==> src/rtl/sonet_oh_pkg.sv <==
// Constants, register map and carrier types for the overhead monitor
package sonet_oh_pkg;
    localparam int          ADDR_W        = 10;
    localparam logic [7:0]  IDX_GLOBAL    = 8'h00;
    localparam logic [7:0]  IDX_RX_CTRL   = 8'h10;
    localparam logic [7:0]  IDX_RX_STAT   = 8'h11;
    localparam logic [7:0]  IDX_B1_LO     = 8'h12;
    localparam logic [7:0]  IDX_B1_HI     = 8'h13;
    localparam logic [7:0]  IDX_TX_CTRL   = 8'h14;
    localparam logic [7:0]  IDX_TX_INJ    = 8'h15;
    localparam logic [7:0]  IDX_LINE_CS   = 8'h18;
    localparam logic [7:0]  IDX_B2_CNT    = 8'h1A;
    localparam logic [7:0]  REG_RESET     = 8'h00;
    localparam int          BIT_SCR_DIS   = 6;
    localparam int          BIT_AIS_INS   = 0;
    localparam int          BIT_ZEROS     = 2;
    localparam int          BIT_B1_INV    = 1;
    localparam int          BIT_FRM_BAD   = 0;
    localparam int          BIT_B2_MODE   = 7;
    localparam int          BIT_LINE_ALARM_INSERT      = 1;
    localparam int          BIT_RDI       = 0;
    localparam int          ST_CHG_LSB    = 3;
    localparam int          ALM_LOS       = 2;
    localparam int          ALM_LOF       = 1;
    localparam int          ALM_OOF       = 0;
    localparam int          SYNC_W        = 4;
    localparam int          CLK_HZ        = 10_000_000;
    localparam int          CLK_PERIOD_NS = 100;
    localparam int          LOF_TIME_MS   = 3;
    localparam int          LOF_CYCLES    = LOF_TIME_MS * (CLK_HZ / 1000);
    localparam int          XFER_TIME_NS  = 1000;
    localparam int          XFER_CYCLES   = (XFER_TIME_NS + CLK_PERIOD_NS - 1) / CLK_PERIOD_NS;
    localparam int          LOF_CNT_W     = 16;
    localparam int          XFER_CNT_W    = 4;
    localparam int          B1_W          = 16;
    localparam int          B2_W          = 20;
    localparam int          B2_BITS       = 24;
    localparam int          B2_BITS_LOW   = 8;
    localparam logic [7:0]  AIS_BYTE      = 8'hFF;
    localparam logic [7:0]  ALL_ZERO      = 8'h00;
    localparam logic [7:0]  INV_MASK      = 8'hFF;
    localparam logic [6:0]  SCR_SEED      = 7'h7F;
    typedef enum logic [2:0] {
        KIND_A1_FIRST, KIND_FRAMING, KIND_SOH, KIND_B1, KIND_LINE
    } byte_kind_t;
    typedef struct packed {
        byte_kind_t kind;
        logic [7:0] data;
    } tx_byte_t;
endpackage
==> src/rtl/frame_scrambler.sv <==
// Frame-synchronous x^7+x^6+1 scrambler key generator, one byte per advance
module frame_scrambler (
    input  wire logic       clk_in,
    input  wire logic       rst_n_in,
    input  wire logic       restart_in,
    input  wire logic       advance_in,
    output logic      [7:0] key_out
);
    logic [6:0]  st_q, st_d;
    logic [14:0] step_now;

    function automatic logic [14:0] step8(input logic [6:0] s);
        logic [6:0] t;
        logic [7:0] k;
        t = s;
        k = '0;
        for (int i = 7; i >= 0; i--) begin
            k[i] = t[6];
            t    = {t[5:0], t[6] ^ t[5]};
        end
        return {t, k};
    endfunction

    always_comb begin
        st_d = st_q;
        if (restart_in) begin
            st_d = sonet_oh_pkg::SCR_SEED;
        end else if (advance_in) begin
            st_d = step_now[14:8];
        end
    end

    always_ff @(posedge clk_in or negedge rst_n_in) begin
        if (!rst_n_in) begin
            st_q <= sonet_oh_pkg::SCR_SEED;
        end else begin
            st_q <= st_d;
        end
    end

    assign step_now = step8(st_q);
    assign key_out  = step_now[7:0];
endmodule // frame_scrambler

==> src/rtl/level_sync.sv <==
// Three-stage synchroniser; output follows once stages two and three agree
module level_sync (
    input  wire logic                             clk_in,
    input  wire logic                             rst_n_in,
    input  wire logic [sonet_oh_pkg::SYNC_W-1:0]  async_in,
    output logic      [sonet_oh_pkg::SYNC_W-1:0]  level_out
);
    logic [sonet_oh_pkg::SYNC_W-1:0] s1_q, s2_q, s3_q, lvl_q, lvl_d;

    always_comb begin
        lvl_d = lvl_q;
        for (int i = 0; i < sonet_oh_pkg::SYNC_W; i++) begin
            if (s2_q[i] == s3_q[i]) begin
                lvl_d[i] = s3_q[i];
            end
        end
    end

    always_ff @(posedge clk_in or negedge rst_n_in) begin
        if (!rst_n_in) begin
            s1_q  <= '0;
            s2_q  <= '0;
            s3_q  <= '0;
            lvl_q <= '0;
        end else begin
            s1_q  <= async_in;
            s2_q  <= s1_q;
            s3_q  <= s2_q;
            lvl_q <= lvl_d;
        end
    end

    assign level_out = lvl_q;
endmodule // level_sync

==> src/rtl/sonet_oh_monitor.sv <==
// Section/line overhead status, B1/B2 counting and transmit overhead control
module sonet_oh_monitor #(
    parameter int LOF_CYCLES = sonet_oh_pkg::LOF_CYCLES
) (
    input  wire logic                             sys_clk_in,
    input  wire logic                             rst_n_in,
    input  wire logic                             hsel_in,
    input  wire logic [sonet_oh_pkg::ADDR_W-1:0]  haddr_in,
    input  wire logic [1:0]                       htrans_in,
    input  wire logic                             hwrite_in,
    input  wire logic [2:0]                       hsize_in,
    input  wire logic                             hready_in,
    input  wire logic [31:0]                      hwdata_in,
    output logic      [31:0]                      hrdata_out,
    output logic                                  hreadyout_out,
    output logic                                  hresp_out,
    input  wire logic                             signal_loss_in,
    input  wire logic                             out_of_frame_in,
    input  wire logic                             line_ais_in,
    input  wire logic                             remote_defect_in,
    input  wire logic                             b1_error_in,
    input  wire logic                             b2_valid_in,
    input  wire logic [sonet_oh_pkg::B2_BITS-1:0] b2_error_bits_in,
    input  wire logic                             rate_155_in,
    input  wire logic                             tx_valid_in,
    input  wire sonet_oh_pkg::tx_byte_t           tx_byte_in,
    output logic                                  tx_valid_out,
    output logic      [7:0]                       tx_data_out,
    output logic                                  irq_n_out
);
    localparam int LOF_CNT_W_L = sonet_oh_pkg::LOF_CNT_W;
    localparam logic [LOF_CNT_W_L-1:0] LOF_LIM = LOF_CNT_W_L'(LOF_CYCLES);

    // Reset release
    logic rst_a_q, rst_b_q, rst_n;
    always_ff @(posedge sys_clk_in or negedge rst_n_in) begin
        if (!rst_n_in) begin
            rst_a_q <= 1'b0;
            rst_b_q <= 1'b0;
        end else begin
            rst_a_q <= 1'b1;
            rst_b_q <= rst_a_q;
        end
    end
    assign rst_n = rst_b_q;

    // Line status pins
    logic [sonet_oh_pkg::SYNC_W-1:0] pins;
    level_sync u_sync (
        .clk_in    (sys_clk_in),
        .rst_n_in  (rst_n),
        .async_in  ({remote_defect_in, line_ais_in, out_of_frame_in, signal_loss_in}),
        .level_out (pins)
    );

    function automatic logic [4:0] popcount(input logic [sonet_oh_pkg::B2_BITS-1:0] v);
        logic [4:0] n;
        n = '0;
        for (int i = 0; i < sonet_oh_pkg::B2_BITS; i++) begin
            n = n + 5'(v[i]);
        end
        return n;
    endfunction

    // Bus address phase
    logic                   acc, rd_stat, xfer_go;
    logic [7:0]             idx;
    logic                   wr_pend_q, wr_pend_d;
    logic [7:0]             wr_idx_q, wr_idx_d;
    logic [31:0]            hrdata_q, hrdata_d;
    assign acc     = hsel_in && htrans_in[1] && hready_in;
    assign idx     = haddr_in[sonet_oh_pkg::ADDR_W-1:2];
    assign rd_stat = acc && !hwrite_in && idx == sonet_oh_pkg::IDX_RX_STAT;
    assign xfer_go = wr_pend_q && (wr_idx_q == sonet_oh_pkg::IDX_GLOBAL
                     || wr_idx_q == sonet_oh_pkg::IDX_B1_LO
                     || wr_idx_q == sonet_oh_pkg::IDX_B1_HI);

    // Software control registers
    logic [2:0] irq_en_q, irq_en_d;
    logic [1:0] tx_ctrl_q, tx_ctrl_d;
    logic [2:0] inj_q, inj_d;
    logic       b2_mode_q, b2_mode_d;

    // Alarm state
    logic                   los_q, los_d, oof_q, oof_d, lof_q, lof_d;
    logic                   line_alarm_insert_q, line_alarm_insert_d, rdi_q, rdi_d;
    logic [2:0]             chg_q, chg_d, chg_set;
    logic [LOF_CNT_W_L-1:0] lof_cnt_q, lof_cnt_d;
    logic                   irq_n_q, irq_n_d;

    // Counters
    logic [sonet_oh_pkg::B1_W-1:0]       b1_acc_q, b1_acc_d, b1_snap_q, b1_snap_d;
    logic [sonet_oh_pkg::B2_W-1:0]       b2_cnt_q, b2_cnt_d;
    logic [sonet_oh_pkg::XFER_CNT_W-1:0] xfer_cnt_q, xfer_cnt_d;
    logic [sonet_oh_pkg::B2_BITS-1:0]    b2_bits;

    always_comb begin
        wr_pend_d = acc && hwrite_in;
        wr_idx_d  = acc ? idx : wr_idx_q;
        hrdata_d  = hrdata_q;
        irq_en_d  = irq_en_q;
        tx_ctrl_d = tx_ctrl_q;
        inj_d     = inj_q;
        b2_mode_d = b2_mode_q;
        if (wr_pend_q) begin
            unique case (wr_idx_q)
                sonet_oh_pkg::IDX_RX_CTRL: irq_en_d = hwdata_in[2:0];
                sonet_oh_pkg::IDX_TX_CTRL: tx_ctrl_d = {hwdata_in[sonet_oh_pkg::BIT_SCR_DIS],
                                                        hwdata_in[sonet_oh_pkg::BIT_AIS_INS]};
                sonet_oh_pkg::IDX_TX_INJ:  inj_d = hwdata_in[2:0];
                sonet_oh_pkg::IDX_LINE_CS: b2_mode_d = hwdata_in[sonet_oh_pkg::BIT_B2_MODE];
                default: ;
            endcase
        end
        if (acc && !hwrite_in) begin
            hrdata_d = '0;
            unique case (idx)
                sonet_oh_pkg::IDX_RX_CTRL: hrdata_d[2:0] = irq_en_q;
                sonet_oh_pkg::IDX_RX_STAT: hrdata_d[5:0] = {chg_q, los_q, lof_q, oof_q};
                sonet_oh_pkg::IDX_B1_LO:   hrdata_d[7:0] = b1_snap_q[7:0];
                sonet_oh_pkg::IDX_B1_HI:   hrdata_d[7:0] = b1_snap_q[15:8];
                sonet_oh_pkg::IDX_TX_CTRL: begin
                    hrdata_d[sonet_oh_pkg::BIT_SCR_DIS] = tx_ctrl_q[1];
                    hrdata_d[sonet_oh_pkg::BIT_AIS_INS] = tx_ctrl_q[0];
                end
                sonet_oh_pkg::IDX_TX_INJ:  hrdata_d[2:0] = inj_q;
                sonet_oh_pkg::IDX_LINE_CS: begin
                    hrdata_d[sonet_oh_pkg::BIT_B2_MODE] = b2_mode_q;
                    hrdata_d[sonet_oh_pkg::BIT_LINE_ALARM_INSERT]    = line_alarm_insert_q;
                    hrdata_d[sonet_oh_pkg::BIT_RDI]     = rdi_q;
                end
                sonet_oh_pkg::IDX_B2_CNT:  hrdata_d[sonet_oh_pkg::B2_W-1:0] = b2_cnt_q;
                default: ;
            endcase
        end
    end

    always_ff @(posedge sys_clk_in or negedge rst_n) begin
        if (!rst_n) begin
            wr_pend_q <= 1'b0;
            wr_idx_q  <= sonet_oh_pkg::IDX_GLOBAL;
            hrdata_q  <= '0;
            irq_en_q  <= sonet_oh_pkg::REG_RESET[2:0];
            tx_ctrl_q <= sonet_oh_pkg::REG_RESET[1:0];
            inj_q     <= sonet_oh_pkg::REG_RESET[2:0];
            b2_mode_q <= 1'b0;
        end else begin
            wr_pend_q <= wr_pend_d;
            wr_idx_q  <= wr_idx_d;
            hrdata_q  <= hrdata_d;
            irq_en_q  <= irq_en_d;
            tx_ctrl_q <= tx_ctrl_d;
            inj_q     <= inj_d;
            b2_mode_q <= b2_mode_d;
        end
    end

    assign hrdata_out    = hrdata_q;
    assign hreadyout_out = rst_n;
    assign hresp_out     = 1'b0;

    // Alarm tracking, change flags and interrupt
    always_comb begin
        los_d  = pins[0];
        oof_d  = pins[1];
        rdi_d  = pins[3];
        lof_d  = lof_q;
        lof_cnt_d = '0;
        if (oof_q != lof_q) begin
            if (lof_cnt_q == LOF_LIM) begin
                lof_d = oof_q;
            end else begin
                lof_cnt_d = lof_cnt_q + 1'b1;
            end
        end
        line_alarm_insert_d = pins[2] || los_q || lof_q;
        chg_set[sonet_oh_pkg::ALM_LOS] = los_d != los_q;
        chg_set[sonet_oh_pkg::ALM_LOF] = lof_d != lof_q;
        chg_set[sonet_oh_pkg::ALM_OOF] = oof_d != oof_q;
        chg_d = (rd_stat ? 3'h0 : chg_q) | chg_set;
        irq_n_d = !(|(chg_q & irq_en_q));
    end

    always_ff @(posedge sys_clk_in or negedge rst_n) begin
        if (!rst_n) begin
            los_q     <= 1'b0;
            oof_q     <= 1'b0;
            lof_q     <= 1'b0;
            rdi_q     <= 1'b0;
            line_alarm_insert_q    <= 1'b0;
            lof_cnt_q <= '0;
            chg_q     <= '0;
            irq_n_q   <= 1'b1;
        end else begin
            los_q     <= los_d;
            oof_q     <= oof_d;
            lof_q     <= lof_d;
            rdi_q     <= rdi_d;
            line_alarm_insert_q    <= line_alarm_insert_d;
            lof_cnt_q <= lof_cnt_d;
            chg_q     <= chg_d;
            irq_n_q   <= irq_n_d;
        end
    end

    assign irq_n_out = irq_n_q;

    // B1 interval counter and B2 counter
    assign b2_bits = rate_155_in ? b2_error_bits_in
                   : {16'h0000, b2_error_bits_in[sonet_oh_pkg::B2_BITS_LOW-1:0]};

    always_comb begin
        b1_acc_d   = b1_acc_q + sonet_oh_pkg::B1_W'(b1_error_in);
        b1_snap_d  = b1_snap_q;
        xfer_cnt_d = xfer_cnt_q;
        if (xfer_go) begin
            xfer_cnt_d = sonet_oh_pkg::XFER_CNT_W'(sonet_oh_pkg::XFER_CYCLES);
        end else if (xfer_cnt_q != '0) begin
            xfer_cnt_d = xfer_cnt_q - 1'b1;
        end
        if (xfer_cnt_q == sonet_oh_pkg::XFER_CNT_W'(1)) begin
            b1_snap_d = b1_acc_q;
            b1_acc_d  = sonet_oh_pkg::B1_W'(b1_error_in);
        end
        b2_cnt_d = b2_cnt_q;
        if (b2_valid_in) begin
            if (b2_mode_q) begin
                b2_cnt_d = b2_cnt_q + sonet_oh_pkg::B2_W'(popcount(b2_bits));
            end else begin
                b2_cnt_d = b2_cnt_q + sonet_oh_pkg::B2_W'(|b2_bits);
            end
        end
    end

    always_ff @(posedge sys_clk_in or negedge rst_n) begin
        if (!rst_n) begin
            b1_acc_q   <= '0;
            b1_snap_q  <= '0;
            xfer_cnt_q <= '0;
            b2_cnt_q   <= '0;
        end else begin
            b1_acc_q   <= b1_acc_d;
            b1_snap_q  <= b1_snap_d;
            xfer_cnt_q <= xfer_cnt_d;
            b2_cnt_q   <= b2_cnt_d;
        end
    end

    // Transmit overhead path
    logic       first_a1, is_line, is_framing;
    logic       ais_on_q, ais_on_d, tx_valid_q, tx_valid_d;
    logic [7:0] tx_data_q, tx_data_d, key, mod, scr;
    logic [7:0] b1_run_q, b1_run_d, b1_prev_q, b1_prev_d;

    assign first_a1   = tx_valid_in && tx_byte_in.kind == sonet_oh_pkg::KIND_A1_FIRST;
    assign is_framing = tx_byte_in.kind == sonet_oh_pkg::KIND_A1_FIRST
                     || tx_byte_in.kind == sonet_oh_pkg::KIND_FRAMING;
    assign is_line    = tx_byte_in.kind == sonet_oh_pkg::KIND_LINE;

    frame_scrambler u_scr (
        .clk_in     (sys_clk_in),
        .rst_n_in   (rst_n),
        .restart_in (first_a1),
        .advance_in (tx_valid_in && !is_framing),
        .key_out    (key)
    );

    always_comb begin
        ais_on_d = first_a1 ? tx_ctrl_q[0] : ais_on_q;
        mod      = tx_byte_in.data;
        if (is_line && ais_on_d) begin
            mod = sonet_oh_pkg::AIS_BYTE;
        end
        if (tx_byte_in.kind == sonet_oh_pkg::KIND_B1) begin
            mod = b1_prev_q ^ (inj_q[sonet_oh_pkg::BIT_B1_INV] ? sonet_oh_pkg::INV_MASK
                                                                  : sonet_oh_pkg::ALL_ZERO);
        end
        if (first_a1 && inj_q[sonet_oh_pkg::BIT_FRM_BAD]) begin
            mod[7] = 1'b0;
        end
        scr = (is_framing || tx_ctrl_q[1]) ? mod : mod ^ key;
        b1_run_d  = b1_run_q;
        b1_prev_d = b1_prev_q;
        if (first_a1) begin
            b1_prev_d = b1_run_q;
            b1_run_d  = scr;
        end else if (tx_valid_in) begin
            b1_run_d = b1_run_q ^ scr;
        end
        tx_valid_d = tx_valid_in;
        tx_data_d  = tx_data_q;
        if (inj_q[sonet_oh_pkg::BIT_ZEROS]) begin
            tx_data_d = sonet_oh_pkg::ALL_ZERO;
        end else if (tx_valid_in) begin
            tx_data_d = scr;
        end
    end

    always_ff @(posedge sys_clk_in or negedge rst_n) begin
        if (!rst_n) begin
            ais_on_q   <= 1'b0;
            b1_run_q   <= '0;
            b1_prev_q  <= '0;
            tx_valid_q <= 1'b0;
            tx_data_q  <= '0;
        end else begin
            ais_on_q   <= ais_on_d;
            b1_run_q   <= b1_run_d;
            b1_prev_q  <= b1_prev_d;
            tx_valid_q <= tx_valid_d;
            tx_data_q  <= tx_data_d;
        end
    end

    assign tx_valid_out = tx_valid_q;
    assign tx_data_out  = tx_data_q;
endmodule // sonet_oh_monitor

==> config.mk <==
export PLATFORM = sky130hd
export DESIGN_NAME = sonet_oh_monitor
export DESIGN_NICKNAME = d
export VERILOG_FILES = /design/src/rtl/sonet_oh_pkg.sv /design/src/rtl/frame_scrambler.sv /design/src/rtl/level_sync.sv /design/src/rtl/sonet_oh_monitor.sv
export SDC_FILE = /design/constraint.sdc
export NUM_CORES = 1
export LEC_CHECK = 0
export BUFFER_PORTS_ARGS = -buffer_cell sky130_fd_sc_hd__buf_2
export CAP_MARGIN = 20
export CELL_PAD_IN_SITES_DETAIL_PLACEMENT = 1
export CELL_PAD_IN_SITES_GLOBAL_PLACEMENT = 1
export CORE_MARGIN = 2
export CORE_UTILIZATION = 25
export DETAILED_ROUTE_END_ITERATION = 10
export GPL_TIMING_DRIVEN = 0
export PLACE_DENSITY_LB_ADDON = 0.1
export SLEW_MARGIN = 40
export SYNTH_ARGS = -nofsm -noshare
export SYNTH_HDL_FRONTEND = slang
export SYNTH_SLANG_ARGS = --single-unit
==> constraint.sdc <==
create_clock -name sys_clk_in -period 10.1 [get_ports sys_clk_in]
set_input_delay 0.505 -clock sys_clk_in [delete_from_list [all_inputs] [get_ports sys_clk_in]]
set_output_delay 0.505 -clock sys_clk_in [all_outputs]
set_load 0.005 [all_outputs]
After elaboration in Yosys (flattened, before gate mapping)
Cells that the tools add are included.
{"block": "totals", "ff_bits": 170, "input_bits": 95, "latchBits": 0, "output_inout_bits": 44, "elab_cells": 163, "memories": 0, "ramBits": 0, "mem_bits_ro": 0}
{"block": "op_classes", "bitwise_logic": 13, "multipliers": 0, "div_mod_pow": 0, "shifts": 0, "n_mux": 29, "add_sub_neg": 28, "reduce_logical": 32, "n_lt_le_gt_ge": 0, "n_eq_ne": 27}
{"cell": "8-bit by 5-bit == test with 1-bit output, second input constant", "count": 14}
{"cell": "5-bit by 1-bit adder with 5-bit output", "count": 19}
{"cell": "8-bit two-way mux", "count": 8}
{"cell": "16-bit two-way mux", "count": 3}
{"cell": "24-bit two-way mux", "count": 1}
{"cell": "24-bit OR reduction", "count": 1}
{"cell": "8-bit bitwise XOR", "count": 3}
{"cell": "20-bit by 1-bit adder with 20-bit output", "count": 1}
{"cell": "20-bit by 5-bit adder with 20-bit output", "count": 1}
{"cell": "20-bit two-way mux", "count": 1}
{"cell": "16-bit by 1-bit adder with 16-bit output", "count": 1}
{"cell": "16-bit by 1-bit adder with 16-bit output, second input constant", "count": 1}
{"cell": "16-bit by 15-bit == test with 1-bit output, second input constant", "count": 1}
{"cell": "7-bit two-way mux", "count": 2}
{"cell": "12-bit two-way mux", "count": 1}
{"cell": "3-bit one-hot mux with 4 select lines", "count": 1}
{"cell": "1-bit logical AND", "count": 10}
{"cell": "8-bit zero test", "count": 1}
{"cell": "4-bit two-way mux", "count": 2}
{"cell": "1-bit one-hot mux with 4 select lines", "count": 2}
{"cell": "1-bit one-hot mux with 8 select lines", "count": 1}
{"cell": "2-bit AND reduction", "count": 4}
{"cell": "2-bit nonzero test", "count": 4}
{"cell": "1-bit bitwise XOR", "count": 8}
{"cell": "22 further kinds", "count": 38}

Depth between registers and ports, before layout
{"block": "logic_depth", "word_depth": 26, "depth_mapped": 17, "depth_no_buf": 15}

By module
Synthesis repeated with hierarchy kept, for this count alone.
{"block": "unflattened", "hier_cells": 831, "area_unflattened_um2": 8784.7}
{"mod": "sonet_oh_monitor", "n_inst": 1, "seq_area_each_um2": 3679.8, "area_each_um2": 7960.1, "cells_each": 781}
{"mod": "level_sync", "n_inst": 1, "seq_area_each_um2": 400.4, "area_each_um2": 445.4, "cells_each": 20}
{"mod": "frame_scrambler", "n_inst": 1, "seq_area_each_um2": 183.9, "area_each_um2": 379.1, "cells_each": 30}

Worst setup path before layout
OpenSTA, ideal clock, no wires.
{"block": "synth_timing", "kind": "input -> register", "from": "input port rate_155_in", "to": "register b2_cnt_q[10] (netlist bit)", "path_stages": 17, "path_slack_ps": 4508, "arrival_ps": 5445, "cell_sequence": "clkbuf_1 clkbuf_1 nand2_1 fa_1 inv_1 fa_1 inv_1 fa_1 fa_1 fa_1 fa_1 fa_1 nor2b_1 o31a_1 o21ai_0 a2111oi_0 xor2_1"}
{"block": "synth_between", "elab_chain_cells": 19}
{"item": "from (decl)", "line": "sonet_oh_monitor.sv:24", "source": "input wire logic rate_155_in,"}
{"item": "24-bit two-way mux (*)", "line": "sonet_oh_monitor.sv:209", "source": "assign b2_bits = rate_155_in ? b2_error_bits_in"}
{"item": "5-bit by 1-bit adder with 5-bit output (16 in series)", "line": "sonet_oh_monitor.sv:60", "source": "n = n + 5'(v[i]);"}
{"item": "20-bit by 5-bit adder with 20-bit output", "line": "sonet_oh_monitor.sv:228", "source": "b2_cnt_d = b2_cnt_q + sonet_oh_pkg::B2_W'(popcount(b2_bits));"}
{"item": "20-bit two-way mux (*)", "line": "sonet_oh_monitor.sv:227", "source": "if (b2_mode_q) begin"}
{"item": "to (signal assigned)", "line": "sonet_oh_monitor.sv:245", "source": "b2_cnt_q <= b2_cnt_d;"}
{"item": "to (decl)", "line": "sonet_oh_monitor.sv:93", "source": "logic [sonet_oh_pkg::B2_W-1:0] b2_cnt_q, b2_cnt_d;"}
Every way passes the cells marked *; elsewhere a longest branch is shown, timed or not.
A chain may end at the register's enable or synchronous reset.

Worst setup path in the final report
{"block": "layout_timing", "from": "input port rate_155_in", "to": "register b2_cnt_q[12] (netlist bit)"}
The elaborated chain is that of the path after synthesis.

==> results.tsv <==
metric	value	unit
drcViolationCount	0	
synth_cell_types	63	
yosys_warnings	0	
holdPathEnd	u_sync.s1_q[0]	
setup_viol	0	
num_rows	68	
p_leak	0.00480	uW
ys_ff_latch	170	
drive_above_1_share	19.4	%
combPwrFrac	32.4	%
seq_power_share	38.7	%
gp_congestion	0.718	
p_sw_share	34.0	%
vias_per_cell	4.51	
routed_wl	23500	um
tightest_slew	0.785	ns
ir_worst_vdd	0.000124	V
rsz0062_at_grt	false	
grt_remaining_overflow	0	
min_from	signal_loss_in	
firstDrtPassIters	4	
numCtsBuffers	17	
synthFlopType	dfrtp_1	
die_width	191	um
dr_wl_met2	10700	um
cap_violations	0	
syn_area	0.00878	mm^2
cp_max_fo	10	
grtUsageTotal	13.7	%
fin_setup_tns	0	ns
reg2reg_to	b2_cnt_q[12]	
grt_pass1_wl	38500	um
syn_avg_cell_area	10.5	um^2
dieArea	0.0366	mm^2
grt_pass1_vias	6863	
root_buffer	clkbuf_16	
area_growth_syn_to_layout	20.3	%
synthDominantCellAreaShare	46.2	%
synth.most_common_cell	dfrtp_1	
ys_seq_area_share	48.6	%
synth_top_cell_by_area	dfrtp_1	
synth_edf_count	0	
ant_nets	0	
hold_class	in -> reg	
drtIter0Drc	243	
synth_common_cells	162 x dfrtp_1, 103 x nand2_1, 57 x nor2_1	
r2r_slack	5.57	ns
synthCells	840	
finalInstanceArea	0.0106	mm^2
tritoncts	yes	
slew_viol_final	0	
status	completed	
period_share	58.0	%
fin_nets	1101	
grt_max_degree	38	
io_pins	139	
dieHeight	191	um
fmax	0.171	GHz
n_antenna_cell	0	
powerDensity	227	mW/mm^2
fin_skew	0.00972	ns
hpwl	17700	um
fillCellCount	3970	
hold_viol	0	
whs_path_depth	1	
synth_area_leaders	dfrtp_1 46%, mux2_2 4.9%, nand2_1 4.4%	
switchingPower	816	uW
async_flop_share	100	%
clk_pin_slew	0.07	ns
numPortBuffers	89	
cp.arrival	6.14	ns
dr.max_layer_used	met5	
startpoint_type	input port	
r2r_start	b2_cnt_q[1]	
core	0.0345	mm^2
clk_path_buf_depth	2	
clock_power_share	28.8	%
cts.sinks	170	
worst-r2r-cell-count	11	
detailed_place.area	0.00996	mm^2
via_count	6457	
ctsResizeCount	0	
h-tree-depth	4	
post_drt_wl_per_cell	16.4	um
power.internal	1580	uW
criticalPathCategory	in -> reg	
slew_headroom	47.3	%
insertion_delay	0.44	ns
start_util	25.4	%
met3_length	899	um
period_minus_slack	5.86	ns
p_total	2400	uW
crit_required	10.38	ns
drt-met1-wl	11600	um
cp-end-kind	register	
antenna_found_initial	1	
## layout by cell type, fill, tap and decap left out, types with 22 or more instances in the layout
cell type	synthesis	layout
xnor2_1	34	34
a21oi_1	33	33
nand3_1	29	29
nor2_1	57	57
clkbuf_1	34	37
dfrtp_1	162	161
xor2_1	39	39
buf_2	1	90
mux2_2	38	38
o21ai_0	23	22
nand2_1	103	103
inv_1	39	39
## cell families after synthesis
family / after synthesis / share of synthesized area (%)
flops: 170 / 48.6
xor+xnor: 73 / 7.28
compound gates: 134 / 10.3
simple gates: 284 / 16.0
buf+inv: 88 / 4.33
fa+ha+maj: 44 / 7.78
mux: 45 / 5.68
other cells: 2 / 0.0855
## sequential cells by signal, summed over array words and instances, names as in the netlist, 2 cells and up
name              count
b2_cnt_q             20
hrdata_out           20
b1_acc_q             16
b1_snap_q            16
lof_cnt_q            16
b1_prev_q             8
b1_run_q              8
tx_data_out           8
wr_idx_q              8
u_scr.st_q            7
u_sync.level_out      4
u_sync.s1_q           4
u_sync.s2_q           4
u_sync.s3_q           4
xfer_cnt_q            4
chg_q                 3
inj_q                 3
irq_en_q              3
tx_ctrl_q             2
## cell type report
class                           count  area [um^2]  share of cell area, %
Inverter                           39          146                   1.39
Multi-Input combinational cell    594         4200                   39.8
Sequential cell                   170         4270                   40.4
Clock buffer                       21          450                   4.26
Buffer                             49          234                   2.22
Clock inverter                      8          146                   1.39
Tap cell                          455          569                   5.39
Timing Repair Buffer               95          546                   5.16
## worst max-delay path by stage
stage	start	endpoint	depth (start not counted)
6_report	rate_155_in	b2_cnt_q[12]	18
5_1_grt	rate_155_in	b2_cnt_q[12]	18
4_1_cts	rate_155_in	b2_cnt_q[12]	18
3_5_place_dp	rate_155_in	b2_cnt_q[12]	18
3_3_place_gp	hreadyout_out	xfer_cnt_q[3]	0
2_1_floorplan	rate_155_in	b2_cnt_q[10]	17
## per-layer routing
| layer | global-route usage (%) | vias to the layer above |
|---|---|---|
| li1 | - | 3115 |
| met1 | 19.3 | 3224 |
| met2 | 21.2 | 97 |
| met3 | 2.77 | 19 |
| met4 | 3.52 | 2 |
| met5 | 0 | - |
## worst max-delay path: stages
cell and delay, ns:
buf_2 0.09, clkbuf_1 0.29, clkbuf_1 0.36, nand2_1 0.14
fa_1 0.55, inv_1 0.05, fa_1 0.47, inv_1 0.05
fa_1 0.44, fa_1 0.51, fa_1 0.42, fa_1 0.42
fa_1 0.42, nor2b_1 0.16, o31a_1 0.16, o21ai_0 0.26
a2111oi_0 0.70, xor2_1 0.15
## what timing repair did
| item | CTS | global route |
|---|---|---|
| hold buffers | 1 | 0 |
| hold endpoints to repair | 2 | 0 |
| buffers inserted | 0 | 0 |
## metrics by stage
| step | worst slack, ns | hold WS [ns] | util, % | std cells |
|---|---|---|---|---|
| global placement | 2.29 | 0.292 | 28.5 | 1396 |
| global route | 3.79 | 0.157 | 30.6 | 1431 |
| detailed placement | 3.79 | 0.295 | 28.8 | 1401 |
| finish | 4.24 | 0.178 | 30.6 | 1431 |
| CTS | 4.23 | 0.157 | 30.6 | 1431 |
| floorplan | 4.51 | 0.209 | - | 852 |
## power groups by stage
stage | sequential [uW] | combinational [uW] | clock, uW
finish | 930 | 778 | 692
global route | 951 | 909 | 745
CTS | 931 | 800 | 720
detailed placement | 943 | 796 | 0
global placement | 954 | 770 | 0
floorplan | 908 | 603 | 0
Power figures use the tool's default switching activity.
